==> src/pcs_pkg.sv <==
// shared constants and types for the pcie config sideband control block
package pcs_pkg;

  // number of virtual functions with a reset handshake
  localparam int VFN_COUNT = 6;
  // number of legacy interrupt lines (A, B, C, D)
  localparam int INTX_LINES = 4;
  // width of the interrupt line index
  localparam int INTX_IDX_W = 2;

  // reset value of the per-function reset-in-progress bits
  localparam logic [VFN_COUNT-1:0] VFN_NONE = 6'h00;
  // reset value of the per-function access-enable bits
  localparam logic [VFN_COUNT-1:0] VFN_ALL = 6'h3F;
  // reset value of the reported interrupt line levels
  localparam logic [INTX_LINES-1:0] INTX_NONE = 4'h0;
  // reset value of the interrupt line index
  localparam logic [INTX_IDX_W-1:0] INTX_IDX_ZERO = 2'h0;

  // user clock period in nanoseconds
  localparam int CLK_PERIOD_NS = 10;
  // least time spent in l23_ready before the link is taken to l3
  localparam int L23_ENTRY_NS = 100;
  // the same least time in clock cycles, rounded up
  localparam int L23_ENTRY_CYC =
    (L23_ENTRY_NS + CLK_PERIOD_NS - 1) / CLK_PERIOD_NS;
  // width of the l23 dwell counter
  localparam int L23_CNT_W = 8;
  // terminal value of the l23 dwell counter
  localparam logic [L23_CNT_W-1:0] L23_CNT_LAST =
    L23_CNT_W'(L23_ENTRY_CYC - 1);
  // reset value of the l23 dwell counter
  localparam logic [L23_CNT_W-1:0] L23_CNT_ZERO = 8'h00;
  // counter step
  localparam logic [L23_CNT_W-1:0] L23_CNT_ONE = 8'h01;

  // link state as seen by the sideband logic
  typedef enum logic [2:0] {
    LINK_DETECT_QUIET,
    LINK_TRAINING,
    LINK_L0,
    LINK_L23_READY,
    LINK_L3
  } pcs_link_st_t;

  // legacy interrupt message sender state
  typedef enum logic {
    INTX_IDLE,
    INTX_WAIT
  } pcs_intx_st_t;

endpackage

==> src/pcs_sideband_ctrl.sv <==
// pcie config sideband control: vf reset, l23/l3, training gate, intx
// What this block does
// raise vf bit when host starts reset
// hold vf bit until matching done
// user pulses done one cycle, after raise
// done clears bit, reopens config access
// user requests l23 only after d3, turnoff
// l23 request leads to l3 until reset
// request may be tied low; root ignores
// training enable low holds detect quiet
// four intx bits map to lines a-d
// rise asserts, fall deasserts interrupt line
// report each interrupt outcome sent or fail
// pulse sent after each intx message
// all on user clock; reset clears flags
`timescale 1ns/1ps
module pcs_sideband_ctrl import pcs_pkg::*; (
  input wire logic clock_i,
  input wire logic rst_n_i,
  input wire logic root_port_i,
  input wire logic [VFN_COUNT-1:0] vfn_flr_start_i,
  input wire logic [VFN_COUNT-1:0] vfn_reset_done_i,
  output logic [VFN_COUNT-1:0] vfn_reset_in_progress_o,
  output logic [VFN_COUNT-1:0] vfn_cfg_access_en_o,
  input wire logic l23_ready_request_i,
  input wire logic link_training_enable_i,
  input wire logic phy_link_up_i,
  output pcs_link_st_t link_state_o,
  output logic link_up_o,
  output logic link_in_l3_o,
  input wire logic [INTX_LINES-1:0] intx_vector_i,
  input wire logic intx_tx_ready_i,
  input wire logic intx_tx_err_i,
  output logic intx_msg_valid_o,
  output logic [INTX_IDX_W-1:0] intx_msg_line_o,
  output logic intx_msg_assert_o,
  output logic intx_sent_o,
  output logic intx_fail_o
);

  // next value of the reset-in-progress bits
  logic [VFN_COUNT-1:0] vfn_busy_next;
  // next link state
  pcs_link_st_t link_next;
  // dwell counter in l23_ready
  logic [L23_CNT_W-1:0] l23_cnt_reg;

  // vf reset flags: start wins over a done in the same cycle
  always_comb begin
    vfn_busy_next = vfn_reset_in_progress_o;
    // a done for an idle function is ignored
    vfn_busy_next = vfn_busy_next & ~vfn_reset_done_i;
    vfn_busy_next = vfn_busy_next | vfn_flr_start_i;
  end

  // vf reset flag and access enable registers
  always_ff @(posedge clock_i or negedge rst_n_i) begin
    if (!rst_n_i) begin
      vfn_reset_in_progress_o <= VFN_NONE;
      vfn_cfg_access_en_o <= VFN_ALL;
    end else begin
      vfn_reset_in_progress_o <= vfn_busy_next;
      vfn_cfg_access_en_o <= ~vfn_busy_next;
    end
  end

  // link state decisions
  always_comb begin
    link_next = link_state_o;
    case (link_state_o)
      LINK_DETECT_QUIET: begin
        // leave detect quiet only when training is enabled
        if (link_training_enable_i) begin
          link_next = LINK_TRAINING;
        end
      end
      LINK_TRAINING: begin
        if (!link_training_enable_i) begin
          link_next = LINK_DETECT_QUIET;
        end else if (phy_link_up_i) begin
          link_next = LINK_L0;
        end
      end
      LINK_L0: begin
        if (!link_training_enable_i || !phy_link_up_i) begin
          link_next = LINK_DETECT_QUIET;
        end else if (l23_ready_request_i && !root_port_i) begin
          // request only honoured in endpoint mode
          link_next = LINK_L23_READY;
        end
      end
      LINK_L23_READY: begin
        // no way back; leaves only for l3, once the dwell counter ends
        if (l23_cnt_reg == L23_CNT_LAST) begin
          link_next = LINK_L3;
        end
      end
      LINK_L3: begin
        link_next = LINK_L3;
      end
      default: begin
        link_next = LINK_DETECT_QUIET;
      end
    endcase
  end

  // link state and its decoded flags
  always_ff @(posedge clock_i or negedge rst_n_i) begin
    if (!rst_n_i) begin
      link_state_o <= LINK_DETECT_QUIET;
      link_up_o <= 1'b0;
      link_in_l3_o <= 1'b0;
    end else begin
      link_state_o <= link_next;
      link_up_o <= (link_next == LINK_L0);
      link_in_l3_o <= (link_next == LINK_L3);
    end
  end

  // dwell counter for the l23_ready to l3 step
  always_ff @(posedge clock_i or negedge rst_n_i) begin
    if (!rst_n_i) begin
      l23_cnt_reg <= L23_CNT_ZERO;
    end else if (link_state_o == LINK_L23_READY) begin
      l23_cnt_reg <= l23_cnt_reg + L23_CNT_ONE;
    end else begin
      l23_cnt_reg <= L23_CNT_ZERO;
    end
  end

  // legacy interrupt messages, endpoint mode only
  pcs_intx_sender pcs_intx_sender_inst (
    .clock_i(clock_i),
    .rst_n_i(rst_n_i),
    .ep_mode_i(!root_port_i),
    .link_up_i(link_up_o),
    .intx_vector_i(intx_vector_i),
    .tx_ready_i(intx_tx_ready_i),
    .tx_err_i(intx_tx_err_i),
    .msg_valid_o(intx_msg_valid_o),
    .msg_line_o(intx_msg_line_o),
    .msg_assert_o(intx_msg_assert_o),
    .sent_o(intx_sent_o),
    .fail_o(intx_fail_o)
  );
endmodule

==> src/pcs_intx_sender.sv <==
// legacy interrupt assert/deassert message sender with sent/fail status
`timescale 1ns/1ps
module pcs_intx_sender import pcs_pkg::*; (
  input wire logic clock_i,
  input wire logic rst_n_i,
  input wire logic ep_mode_i,
  input wire logic link_up_i,
  input wire logic [INTX_LINES-1:0] intx_vector_i,
  input wire logic tx_ready_i,
  input wire logic tx_err_i,
  output logic msg_valid_o,
  output logic [INTX_IDX_W-1:0] msg_line_o,
  output logic msg_assert_o,
  output logic sent_o,
  output logic fail_o
);

  // state of the message handshake
  pcs_intx_st_t state_reg;
  // line levels already reported to the root complex
  logic [INTX_LINES-1:0] seen_reg;
  // lines whose level differs from the reported one
  logic [INTX_LINES-1:0] pend;
  // lowest pending line
  logic [INTX_IDX_W-1:0] pick;

  // find changed lines, lowest index first
  always_comb begin
    pend = intx_vector_i ^ seen_reg;
    pick = INTX_IDX_ZERO;
    for (int i = INTX_LINES - 1; i >= 0; i--) begin
      if (pend[i]) begin
        pick = INTX_IDX_W'(i);
      end
    end
  end

  // one message at a time; outcome reported as sent or fail pulse
  always_ff @(posedge clock_i or negedge rst_n_i) begin
    if (!rst_n_i) begin
      state_reg <= INTX_IDLE;
      seen_reg <= INTX_NONE;
      msg_valid_o <= 1'b0;
      msg_line_o <= INTX_IDX_ZERO;
      msg_assert_o <= 1'b0;
      sent_o <= 1'b0;
      fail_o <= 1'b0;
    end else begin
      sent_o <= 1'b0;
      fail_o <= 1'b0;
      case (state_reg)
        INTX_IDLE: begin
          if (!ep_mode_i) begin
            // root port: vector unused, track it silently
            seen_reg <= intx_vector_i;
          end else if (|pend) begin
            if (!link_up_i) begin
              // no link to carry the message
              fail_o <= 1'b1;
              seen_reg[pick] <= intx_vector_i[pick];
            end else begin
              // bit i maps to line A..D; rise asserts, fall deasserts
              msg_valid_o <= 1'b1;
              msg_line_o <= pick;
              msg_assert_o <= intx_vector_i[pick];
              state_reg <= INTX_WAIT;
            end
          end
        end
        INTX_WAIT: begin
          if (tx_ready_i) begin
            // message taken by the transmit path
            msg_valid_o <= 1'b0;
            sent_o <= 1'b1;
            seen_reg[msg_line_o] <= msg_assert_o;
            state_reg <= INTX_IDLE;
          end else if (tx_err_i) begin
            // transmit path refused the message
            msg_valid_o <= 1'b0;
            fail_o <= 1'b1;
            seen_reg[msg_line_o] <= msg_assert_o;
            state_reg <= INTX_IDLE;
          end
        end
        default: begin
          state_reg <= INTX_IDLE;
        end
      endcase
    end
  end

endmodule

==> config.mk <==
export PLATFORM = sky130hd
export DESIGN_NAME = pcs_sideband_ctrl
export DESIGN_NICKNAME = d
export VERILOG_FILES = /design/src/pcs_pkg.sv /design/src/pcs_sideband_ctrl.sv /design/src/pcs_intx_sender.sv
export SDC_FILE = /design/constraint.sdc
export NUM_CORES = 1
export LEC_CHECK = 0
export BUFFER_PORTS_ARGS = -buffer_cell sky130_fd_sc_hd__buf_2
export CAP_MARGIN = 10
export CORE_ASPECT_RATIO = 0.6
export CORE_UTILIZATION = 25
export DETAILED_ROUTE_END_ITERATION = 7
export SKIP_CTS_REPAIR_TIMING = 1
export SLEW_MARGIN = 20
export SYNTH_ARGS = -nofsm -noshare
export SYNTH_HDL_FRONTEND = slang
export SYNTH_SLANG_ARGS = --single-unit
==> constraint.sdc <==
create_clock -name clock_i -period 5.23 [get_ports clock_i]
set_clock_uncertainty 0.1 [all_clocks]
set_input_delay 0.2615 -clock clock_i [delete_from_list [all_inputs] [get_ports clock_i]]
set_output_delay 0.2615 -clock clock_i [all_outputs]
set_load 0.02 [all_outputs]
# After elaboration in Yosys (flattened, before gate mapping)
# Index checks and enable logic that the tools add are counted.
[totals]
latch_bits = 0
romBits = 0
ff_bits = 36
elab_cells = 96
out_inout_bits = 23
n_memories = 0
ram_bits = 0
input_bits = 24
[classes]
n_addsub = 1
n_mux = 46
n_reduce_logical = 12
bitwise = 7
shift = 0
order_cmp = 4
div_mod_pow = 0
eq_ne = 13
multipliers = 0
[op_table]
columns = ["op", "count"]
rows = [
  ["two-way mux 1 bit", 20],
  ["two-way mux 4 bit", 5],
  ["two-way mux 3 bit", 6],
  ["case mux 3 bit (5 select lines)", 1],
  ["inverter 6 bit", 2],
  ["== test 3 x 2 -> 1 bit (second input constant)", 3],
  ["adder 8 x 1 -> 8 bit (second input constant)", 1],
  ["bitwise mux 4 bit", 2],
  ["== test 8 x 4 -> 1 bit (second input constant)", 1],
  ["two-way mux 2 bit", 4],
  ["two-way mux 8 bit", 1],
  ["case mux 4 bit (2 select lines)", 1],
  ["AND reduction 4 bit", 2],
  ["AND 6 bit", 1],
  ["== test 3 bit (second input constant)", 2],
  ["< comparator 2 x 3 -> 1 bit (second input constant)", 2],
  ["!= test 3 bit (second input constant)", 2],
  ["OR 6 bit", 1],
  ["case mux 1 bit (2 select lines)", 3],
  ["demux 1 bit (select 2 bit)", 2],
  ["greater-or-equal comparator 2 x 1 -> 1 bit (second input constant)", 2],
  ["!= test 2 bit (second input constant)", 2],
  ["OR reduction 4 bit", 1],
  ["bitwise XOR 4 bit", 1],
  ["other kinds (10)", 15],
]

# Depth between registers and ports, before layout
# Gate-level depths: netlist of the first run.
[depth]
word_depth = 14
ltp_mapped = 6
depth_no_buf = 6

# Modules after synthesis
# A second synthesis of the first run with hierarchy kept.
[unflattened]
cells_unflattened = 179
hier_area_um2 = 1815.5
[modules_own_cells]
columns = ["module", "seq_area_each_um2", "area_per_inst_um2", "cells_each", "instances"]
rows = [
  ["pcs_sideband_ctrl", 633.1, 1018.5, 91, 1],
  ["pcs_intx_sender", 275.3, 797.0, 88, 1],
]

# Worst setup path before layout of the first run
# OpenSTA, ideal clock, no wires.
[synth_path]
kind = "register -> register"
start = "register pcs_intx_sender_inst.seen_reg[0]"
end = "register pcs_intx_sender_inst.seen_reg[1]"
path_stages_with_launch = 6
setup_time_ps = 127
path_slack_ps = 3476
period_less_slack_ps = 1754
t_required_ps = 5003
path_buffers = 0
t_arrival_ps = 1527
cell_sequence = "dfrtp_1 -> xor2_2 -> nor4_2 -> o21ai_2 -> nand3_1 -> mux2_1"
[synth_via]
elab_chain_len = 11
[synth_rtl]
columns = ["element", "line", "rtl"]
rows = [
  ["from (decl)", "pcs_intx_sender.sv:21", "logic [INTX_LINES-1:0] seen_reg;"],
  ["from (signal assigned)", "pcs_intx_sender.sv:55", "seen_reg <= intx_vector_i;"],
  ["from (signal, indexed assignment)", "pcs_intx_sender.sv:60", "seen_reg[pick] <= intx_vector_i[pick];"],
  ["from (signal, indexed assignment)", "pcs_intx_sender.sv:75", "seen_reg[msg_line_o] <= msg_assert_o;"],
  ["bitwise XOR 4 bit *", "pcs_intx_sender.sv:29", "pend = intx_vector_i ^ seen_reg;"],
  ["two-way mux 2 bit", "pcs_intx_sender.sv:32", "if (pend[i]) begin"],
  ["< comparator 2 x 3 -> 1 bit (implied by the code) or greater-or-equal comparator 2 x 1 -> 1 bit (tied branches)", "pcs_intx_sender.sv:60", ""],
  ["logical AND 1 bit (implied by the code)", "pcs_intx_sender.sv:60", ""],
  ["two-way mux 1 bit (implied by the code)", "pcs_intx_sender.sv:60", ""],
  ["demux 1 bit (select 2 bit)", "--", ""],
  ["bitwise mux 4 bit", "pcs_intx_sender.sv:60", ""],
  ["two-way mux 4 bit", "pcs_intx_sender.sv:57", "if (!link_up_i) begin"],
  ["two-way mux 4 bit", "pcs_intx_sender.sv:56", "end else if (|pend) begin"],
  ["two-way mux 4 bit", "pcs_intx_sender.sv:53", "if (!ep_mode_i) begin"],
  ["case mux 4 bit (2 select lines)", "pcs_intx_sender.sv:51", "case (state_reg)"],
]
# Every way passes the cells marked *; elsewhere a longest branch is shown, timed or not. The select of a mux whose other input is x is not followed.
# A chain may end at the register's enable or synchronous reset.

# Final worst setup path of the first run
# Same ends and word-level chain as after synthesis.

==> results of run 1 <==
[kinds of logic after synthesis]
logic type | count (synthesis) | synth area share [%]
adders and majority gates | 3 | 1.994
buffers and inverters | 25 | 5.840
AOI/OAI and AO/OA | 42 | 15.38
muxes | 2 | 1.211
and+or+nand+nor | 56 | 17.02
xor gates and xnor gates | 12 | 6.838
DFF | 36 | 51.71
[report_power, final]
group          total [mW]  switching (mW)  internal, mW
registers           0.378          0.0548         0.323
logic               0.260           0.160         0.100
clock network       0.334           0.110         0.224
total               0.972           0.325         0.647
[worst max-delay path, cell delays in order (launching register included)]
cell and delay (ns):
sky130_fd_sc_hd__dfrtp_1 0.44, sky130_fd_sc_hd__xor2_2 0.23, sky130_fd_sc_hd__nor4_2 0.54, sky130_fd_sc_hd__o21ai_2 0.11, sky130_fd_sc_hd__nand3_1 0.11, sky130_fd_sc_hd__mux2_1 0.32
[cells in the final DEF, fill, tap and decap left out, types with 4 or more instances in the layout]
| master | n |
|---|---|
| sky130_fd_sc_hd__nand2_1 | 8 |
| sky130_fd_sc_hd__xor2_1 | 7 |
| sky130_fd_sc_hd__nor2_1 | 15 |
| sky130_fd_sc_hd__a21oi_1 | 5 |
| sky130_fd_sc_hd__dfrtp_1 | 30 |
| sky130_fd_sc_hd__nand2b_1 | 6 |
| sky130_fd_sc_hd__nand3b_1 | 4 |
| sky130_fd_sc_hd__inv_1 | 22 |
| sky130_fd_sc_hd__a31oi_1 | 4 |
| sky130_fd_sc_hd__dfstp_2 | 6 |
| sky130_fd_sc_hd__o21ai_0 | 11 |
| sky130_fd_sc_hd__o22ai_1 | 4 |
| sky130_fd_sc_hd__a21o_1 | 7 |
| sky130_fd_sc_hd__buf_2 | 46 |
| sky130_fd_sc_hd__nand3_1 | 7 |
| sky130_fd_sc_hd__clkbuf_16 | 5 |
[through the flow]
step / utilization, % / instance area, um^2 / power, mW
global route: 33.26 / 2240 / 1.030
floorplan: - / 1757 / 0.5470
finish: 33.26 / 2240 / 0.9718
global placement: 30.83 / 2076 / 0.6380
detailed placement: 30.83 / 2076 / 0.6387
CTS: 33.26 / 2240 / 0.9816
[cells in the mapped netlist (5+ instances only)]
cell type | instances | area share (%)
sky130_fd_sc_hd__inv_1 | 22 | 4.7
sky130_fd_sc_hd__a21oi_1 | 5 | 1.4
sky130_fd_sc_hd__nor2_1 | 15 | 3.2
sky130_fd_sc_hd__dfstp_2 | 6 | 9.0
sky130_fd_sc_hd__dfrtp_1 | 30 | 43
sky130_fd_sc_hd__nand2_1 | 8 | 1.7
sky130_fd_sc_hd__a21o_1 | 7 | 3.0
sky130_fd_sc_hd__nand3_1 | 7 | 2.0
sky130_fd_sc_hd__o21ai_0 | 11 | 3.1
sky130_fd_sc_hd__xor2_1 | 7 | 3.5
sky130_fd_sc_hd__nand2b_1 | 6 | 2.1
[worst paths after layout]
kind                                                    end  cells past startpoint  slack [ns]                             start
setup reg to reg           pcs_intx_sender_inst.seen_reg[1]                      5        3.26  pcs_intx_sender_inst.seen_reg[0]
setup / recovery           pcs_intx_sender_inst.seen_reg[1]                      5        3.26  pcs_intx_sender_inst.seen_reg[0]
hold / removal                                 link_in_l3_o                      1       -0.03                           rst_n_i
max in group asynchronous        vfn_reset_in_progress_o[2]                      1        4.54                           rst_n_i
min in group clock_i             vfn_reset_in_progress_o[4]                      2        0.08                vfn_flr_start_i[4]
hold reg to reg                      vfn_cfg_access_en_o[0]                      2        0.39        vfn_reset_in_progress_o[0]
[layer usage]
layer | up-vias | share of wire [%]
met5 | - | 0
met4 | 0 | 1.4
met3 | 8 | 7.6
met2 | 62 | 36
met1 | 661 | 55
li1 | 706 | -
[cell type report]
type                            instances  area, um^2
Fill cell                             698        4494
Timing Repair Buffer                   46       230.2
Inverter                               22       82.58
Clock buffer                            6       128.9
Multi-Input combinational cell        115       745.7
Tap cell                               87       108.9
Clock inverter                          2       35.03
Sequential cell                        36       908.4
==> metrics.txt, run 1 <==
# TYPE chip_impl_metric gauge
chip_impl_info{name="hp-class",value="in -> async"} 1
chip_impl_metric{name="synth-edff-count",unit=""} 0
chip_impl_metric{name="die_height",unit="um"} 66.93
chip_impl_metric{name="netlist_area",unit="um^2"} 1757
chip_impl_metric{name="grt_pass1_wl",unit="mm"} 6.458
chip_impl_metric{name="core",unit="um^2"} 6734
chip_impl_metric{name="postSynthRegisterBits",unit=""} 36
chip_impl_metric{name="asyncSetResetFlopFracSynth",unit="%"} 100.0
chip_impl_metric{name="pre_cts_slack",unit="ns"} 3.303
chip_impl_metric{name="finalWeightedCongestion",unit=""} 0.8400
chip_impl_metric{name="wl",unit="mm"} 4.081
chip_impl_metric{name="post-dp-hpwl",unit="mm"} 2.999
chip_impl_info{name="clockRootBuffer",value="sky130_fd_sc_hd__clkbuf_16"} 1
chip_impl_metric{name="wl_per_cell",unit="um"} 13.00
chip_impl_metric{name="via_count_of_the_first_global_routing_pass",unit=""} 1280
chip_impl_metric{name="syn-instance-count",unit=""} 176
chip_impl_metric{name="worst_slack",unit="ns"} 3.263
chip_impl_metric{name="clock_path_buffers",unit=""} 2
chip_impl_metric{name="irDropWorstVdd",unit="uV"} 140.0
chip_impl_metric{name="place.port_buffers",unit=""} 46
chip_impl_metric{name="dp.cells",unit=""} 306
chip_impl_metric{name="detail_route.drc_violations",unit=""} 0
chip_impl_metric{name="period_minus_slack",unit="ns"} 1.967
chip_impl_metric{name="yosys_warnings",unit=""} 0
chip_impl_metric{name="num_antenna_cells",unit=""} 0
chip_impl_metric{name="floorplan.die.width",unit="um"} 110.2
chip_impl_metric{name="cts.sink_count",unit=""} 36
chip_impl_metric{name="drt_first_pass_iters",unit=""} 4
chip_impl_metric{name="area.growth.synth_to_final",unit="%"} 27.49
chip_impl_metric{name="worst_path_required_time",unit="ns"} 5.28
chip_impl_metric{name="initial_core_util",unit="%"} 26.09
chip_impl_metric{name="timing_worst_slew_pin_value",unit="ns"} 0.8052
chip_impl_metric{name="antenna_left",unit=""} 0
chip_impl_info{name="status",value="finished, violations left"} 1
chip_impl_info{name="endpoint_kind",value="register"} 1
chip_impl_metric{name="drt-vias-per-instance",unit=""} 4.576
chip_impl_metric{name="cp_max_fo",unit=""} 5
chip_impl_info{name="violations_in_the_final_reports",value="negative hold slack"} 1
chip_impl_metric{name="detail_route.iter0.violations",unit=""} 115
chip_impl_metric{name="netlist-cell-type-count",unit=""} 43
chip_impl_info{name="worstSetupStartpointType",value="register"} 1
chip_impl_metric{name="grt.total_usage",unit="%"} 11.89
chip_impl_metric{name="number_of_buffers_created_by_cts",unit=""} 5
chip_impl_metric{name="timing.final.hold_violations",unit=""} 30
chip_impl_metric{name="grt_max_degree",unit=""} 37
chip_impl_metric{name="setup-violations-final",unit=""} 0
chip_impl_metric{name="post_synth.cell_area_avg",unit="um^2"} 9.981
chip_impl_info{name="tritoncts",value="yes"} 1
chip_impl_metric{name="register_area_share_after_synthesis",unit="%"} 51.71
chip_impl_metric{name="drive_gt1_share",unit="%"} 28.63
chip_impl_metric{name="clk_transition_reported_paths",unit="ns"} 0.06
chip_impl_metric{name="largest_register_ffs",unit=""} 8
chip_impl_metric{name="hold-worst-slack",unit="ns"} -0.02607
chip_impl_metric{name="grt.met2_usage",unit="%"} 15.63
chip_impl_metric{name="die_area",unit="um^2"} 7377
chip_impl_metric{name="power_density",unit="nW/um^2"} 433.9
chip_impl_metric{name="num_io_pins",unit=""} 47
chip_impl_metric{name="max-slew-margin-rel",unit="%"} 46.32
chip_impl_metric{name="gr-usage-met3",unit="%"} 3.327
chip_impl_info{name="gr-max-usage-layer",value="met1"} 1
chip_impl_metric{name="detailroute.via_count",unit=""} 1437
chip_impl_metric{name="max_freq",unit="MHz"} 508.5
chip_impl_metric{name="p_leak",unit="nW"} 1.090
chip_impl_info{name="grt_setup_unrepaired",value="false"} 1
chip_impl_metric{name="std_cell_rows",unit=""} 23
chip_impl_info{name="crit_type",value="reg -> reg"} 1
chip_impl_metric{name="h-tree-depth",unit=""} 2
chip_impl_metric{name="final_nets",unit=""} 252
chip_impl_metric{name="min_period_over_period",unit="%"} 37.60
chip_impl_metric{name="final_instance_count_without_filler_cells",unit=""} 314
chip_impl_metric{name="syn_nets",unit=""} 202
chip_impl_metric{name="totalNegativeSetupSlack",unit="ns"} 0
chip_impl_info{name="synth_ff_type",value="sky130_fd_sc_hd__dfrtp_1"} 1
chip_impl_metric{name="antenna_found_initial",unit=""} 0
chip_impl_metric{name="insertion_delay",unit="ns"} 0.27
chip_impl_metric{name="grtUsageMet1",unit="%"} 17.85
chip_impl_metric{name="crit_arrival",unit="ns"} 2.02
chip_impl_metric{name="drv.max_cap_violation_count",unit=""} 0
chip_impl_metric{name="grt_remaining_overflow",unit=""} 0
chip_impl_metric{name="final-max-slew-violation-count",unit=""} 0
No activity file was read; power rests on OpenSTA's default activity.
==> inputs of run 2 (changes only) <==
- clock period: 5.23 -> 2 ns (I/O delays scaled with it)
==> run 2 against run 1 <==
Compared with the run above:
- the flow now finishes without violations
- register-to-register slack worse by 3.0 ns
- flip-flop and latch count stayed put
- sequential power grew to 2.6 times the previous value
- global-route usage is 0.63 points lower
- maximum frequency is 11% higher
- utilization is 1.2 points higher
- worst setup slack worse by 3.0 ns
- routed wire length is 4.6% lower
- non-clock buffer count is 9 higher
- power grew to 2.5 times the previous value
- clock-buffer cell count is 2 higher
- cell area is 3.5% higher
- critical endpoint unchanged
- highest routed layer unchanged
==> metrics.txt, run 2 (synthesized netlist as in run 1, its figures left out) <==
# TYPE chip_impl_metric gauge
chip_impl_metric{name="irDropWorstVdd",unit="uV"} 356.4
chip_impl_metric{name="timing_worst_slew_pin_value",unit="ns"} 0.7984
chip_impl_metric{name="h-tree-depth",unit=""} 2
chip_impl_metric{name="core",unit="um^2"} 6734
chip_impl_info{name="hp-class",value="in -> reg"} 1
chip_impl_metric{name="num_io_pins",unit=""} 47
chip_impl_info{name="holdPathEnd",value="pcs_intx_sender_inst.sent_o"} 1
chip_impl_metric{name="critical_path.n_buffers_inverters",unit=""} 0
chip_impl_metric{name="detail_route.iter0.violations",unit=""} 79
chip_impl_info{name="endpoint_kind",value="register"} 1
chip_impl_info{name="layout_common_cells",value="46 x sky130_fd_sc_hd__buf_2, 30 x sky130_fd_sc_hd__dfrtp_1, 22 x sky130_fd_sc_hd__inv_1"} 1
chip_impl_metric{name="totalNegativeSetupSlack",unit="ns"} 0
chip_impl_metric{name="drv.max_cap_violation_count",unit=""} 0
chip_impl_metric{name="period_minus_slack",unit="ns"} 1.771
chip_impl_metric{name="power.total",unit="mW"} 2.473
chip_impl_metric{name="number_of_buffers_created_by_cts",unit=""} 5
chip_impl_metric{name="detail_route.drc_violations",unit=""} 0
chip_impl_info{name="crit_type",value="reg -> reg"} 1
chip_impl_metric{name="post-dp-hpwl",unit="mm"} 2.809
chip_impl_info{name="reg2reg_from",value="pcs_intx_sender_inst.seen_reg[1]"} 1
chip_impl_info{name="path_cells",value="xor2_2 > nor4_2 > o21ai_2 > nand3_1 > mux2_1"} 1
chip_impl_metric{name="finalWeightedCongestion",unit=""} 0.9059
chip_impl_metric{name="antenna_left",unit=""} 0
chip_impl_metric{name="p_leak",unit="nW"} 1.127
chip_impl_info{name="clockRootBuffer",value="sky130_fd_sc_hd__clkbuf_16"} 1
chip_impl_metric{name="dp.cells",unit=""} 308
chip_impl_metric{name="insertion_delay",unit="ns"} 0.27
chip_impl_metric{name="final_nets",unit=""} 261
chip_impl_metric{name="wl_met2",unit="mm"} 1.495
chip_impl_metric{name="min_period_over_period",unit="%"} 88.53
chip_impl_info{name="worst_path_max_delay_cell",value="sky130_fd_sc_hd__dfrtp_1"} 1
chip_impl_metric{name="drive_gt1_share",unit="%"} 28.39
chip_impl_info{name="status",value="finished, final reports clean"} 1
chip_impl_info{name="final_common_cell",value="sky130_fd_sc_hd__buf_2"} 1
chip_impl_metric{name="clk_transition_reported_paths",unit="ns"} 0.05
chip_impl_metric{name="std_cell_rows",unit=""} 23
chip_impl_metric{name="clock_path_buffers",unit=""} 2
chip_impl_info{name="grt_setup_unrepaired",value="false"} 1
chip_impl_metric{name="routed-wl-met3",unit="um"} 381
chip_impl_metric{name="cp_max_fo",unit=""} 7
chip_impl_info{name="worstSetupStartpointType",value="register"} 1
chip_impl_info{name="critical_path.reg2reg.endpoint",value="pcs_intx_sender_inst.seen_reg[1]"} 1
chip_impl_metric{name="max_freq",unit="MHz"} 564.8
chip_impl_metric{name="drt_first_pass_iters",unit=""} 4
chip_impl_metric{name="antenna_found_initial",unit=""} 0
chip_impl_metric{name="wl",unit="mm"} 3.893
chip_impl_metric{name="worst_slack",unit="ns"} 0.2293
chip_impl_metric{name="via_count_of_the_first_global_routing_pass",unit=""} 1247
chip_impl_metric{name="cpPeakStageDelay",unit="ns"} 0.42
chip_impl_metric{name="final-max-slew-violation-count",unit=""} 0
chip_impl_metric{name="crit_arrival",unit="ns"} 1.82
chip_impl_metric{name="setup.reg_to_reg.worst_slack",unit="ns"} 0.23
chip_impl_info{name="tritoncts",value="yes"} 1
chip_impl_metric{name="reg2regPathDepth",unit=""} 5
chip_impl_metric{name="die_height",unit="um"} 66.93
chip_impl_info{name="worst_path_dominant_cell_family",value="simple AND/OR/NAND/NOR gates"} 1
chip_impl_metric{name="area.growth.synth_to_final",unit="%"} 31.91
chip_impl_info{name="min-delay-start",value="intx_tx_ready_i"} 1
chip_impl_metric{name="utilization",unit="%"} 34.41
chip_impl_metric{name="place.port_buffers",unit=""} 46
chip_impl_metric{name="grt_max_degree",unit=""} 37
chip_impl_metric{name="grt.total_usage",unit="%"} 11.26
chip_impl_metric{name="grt_remaining_overflow",unit=""} 0
chip_impl_metric{name="max-slew-margin-rel",unit="%"} 46.78
chip_impl_metric{name="num_antenna_cells",unit=""} 0
chip_impl_metric{name="power_density",unit="nW/um^2"} 1067
chip_impl_metric{name="pre_cts_slack",unit="ns"} 0.2381
chip_impl_metric{name="cts.sink_count",unit=""} 36
chip_impl_metric{name="grt_pass1_wl",unit="mm"} 6.141
chip_impl_metric{name="worst_path_required_time",unit="ns"} 2.05
chip_impl_metric{name="met1Wirelength",unit="mm"} 1.986
chip_impl_metric{name="initial_core_util",unit="%"} 26.09
chip_impl_metric{name="timing.final.hold_violations",unit=""} 0
chip_impl_metric{name="die_area",unit="um^2"} 7377
chip_impl_metric{name="floorplan.die.width",unit="um"} 110.2
chip_impl_info{name="top_routing_layer_used",value="met4"} 1
chip_impl_metric{name="drt-vias-per-instance",unit=""} 4.492
chip_impl_metric{name="final_instance_count_without_filler_cells",unit=""} 323
chip_impl_metric{name="detailroute.via_count",unit=""} 1451
chip_impl_metric{name="setup-violations-final",unit=""} 0
chip_impl_metric{name="hold_path_depth",unit=""} 2
chip_impl_metric{name="wl_per_cell",unit="um"} 12.05
chip_impl_metric{name="largest_register_ffs",unit=""} 8
==> run 2: cell count changes in the layout (fill, tap and decap cells not counted) <==
cell,before,now
sky130_fd_sc_hd__buf_4,0,2
sky130_fd_sc_hd__dlygate4sd3_1,0,7
sky130_fd_sc_hd__clkinv_2,1,0
sky130_fd_sc_hd__bufinv_16,1,0
sky130_fd_sc_hd__clkbuf_8,0,2
==> run 2: worst register-to-register path: stages (launching register included) <==
cell	delay [ns]
sky130_fd_sc_hd__dfrtp_1	0.42
sky130_fd_sc_hd__xor2_2	0.21
sky130_fd_sc_hd__nor4_2	0.38
sky130_fd_sc_hd__o21ai_2	0.10
sky130_fd_sc_hd__nand3_1	0.11
sky130_fd_sc_hd__mux2_1	0.32
==> run 2: worst max-delay path by stage <==
stage	from	to	slack, ns	cells past startpoint
floorplan	pcs_intx_sender_inst.seen_reg[0]	pcs_intx_sender_inst.seen_reg[1]	0.25	5
global placement	pcs_intx_sender_inst.seen_reg[0]	pcs_intx_sender_inst.seen_reg[1]	0.26	5
detailed placement	pcs_intx_sender_inst.seen_reg[1]	pcs_intx_sender_inst.seen_reg[1]	0.24	5
CTS	pcs_intx_sender_inst.seen_reg[1]	pcs_intx_sender_inst.seen_reg[1]	0.23	5
global route	pcs_intx_sender_inst.state_reg	pcs_intx_sender_inst.seen_reg[1]	0.11	4
finish	pcs_intx_sender_inst.seen_reg[1]	pcs_intx_sender_inst.seen_reg[1]	0.23	5
==> run 2: final cells by class <==
type / count / area (um^2)
repair buffers: 55 / 315.3
clock buffers: 8 / 156.4
fillers: 699 / 4417
inverters: 22 / 82.58
flip-flops and latches: 36 / 908.4
well taps: 87 / 108.9
multi-input cells: 115 / 745.7
==> run 2: per-stage QoR <==
step                      hold WS, ns  cell area, um^2
after floorplan               -0.2956             1757
after global placement         0.1410             2091
after detailed placement       0.1520             2091
after CTS                     -0.1425             2247
after global routing         0.005972             2317
final                        0.004762             2317
==> run 2: where the power goes <==
group / switching, mW / internal [mW] / leakage (nW)
combinational: 0.410 / 0.279 / 0.606
sequential: 0.136 / 0.845 / 0.443
clock: 0.273 / 0.530 / 0.0772
total: 0.819 / 1.65 / 1.13
==> run 2: per-layer routing <==
metal | vias up | GRT usage [%]
met5 | - | 0
met4 | 0 | 3.783
met3 | 5 | 4.012
met2 | 57 | 14.53
met1 | 668 | 16.74
li1 | 721 | -
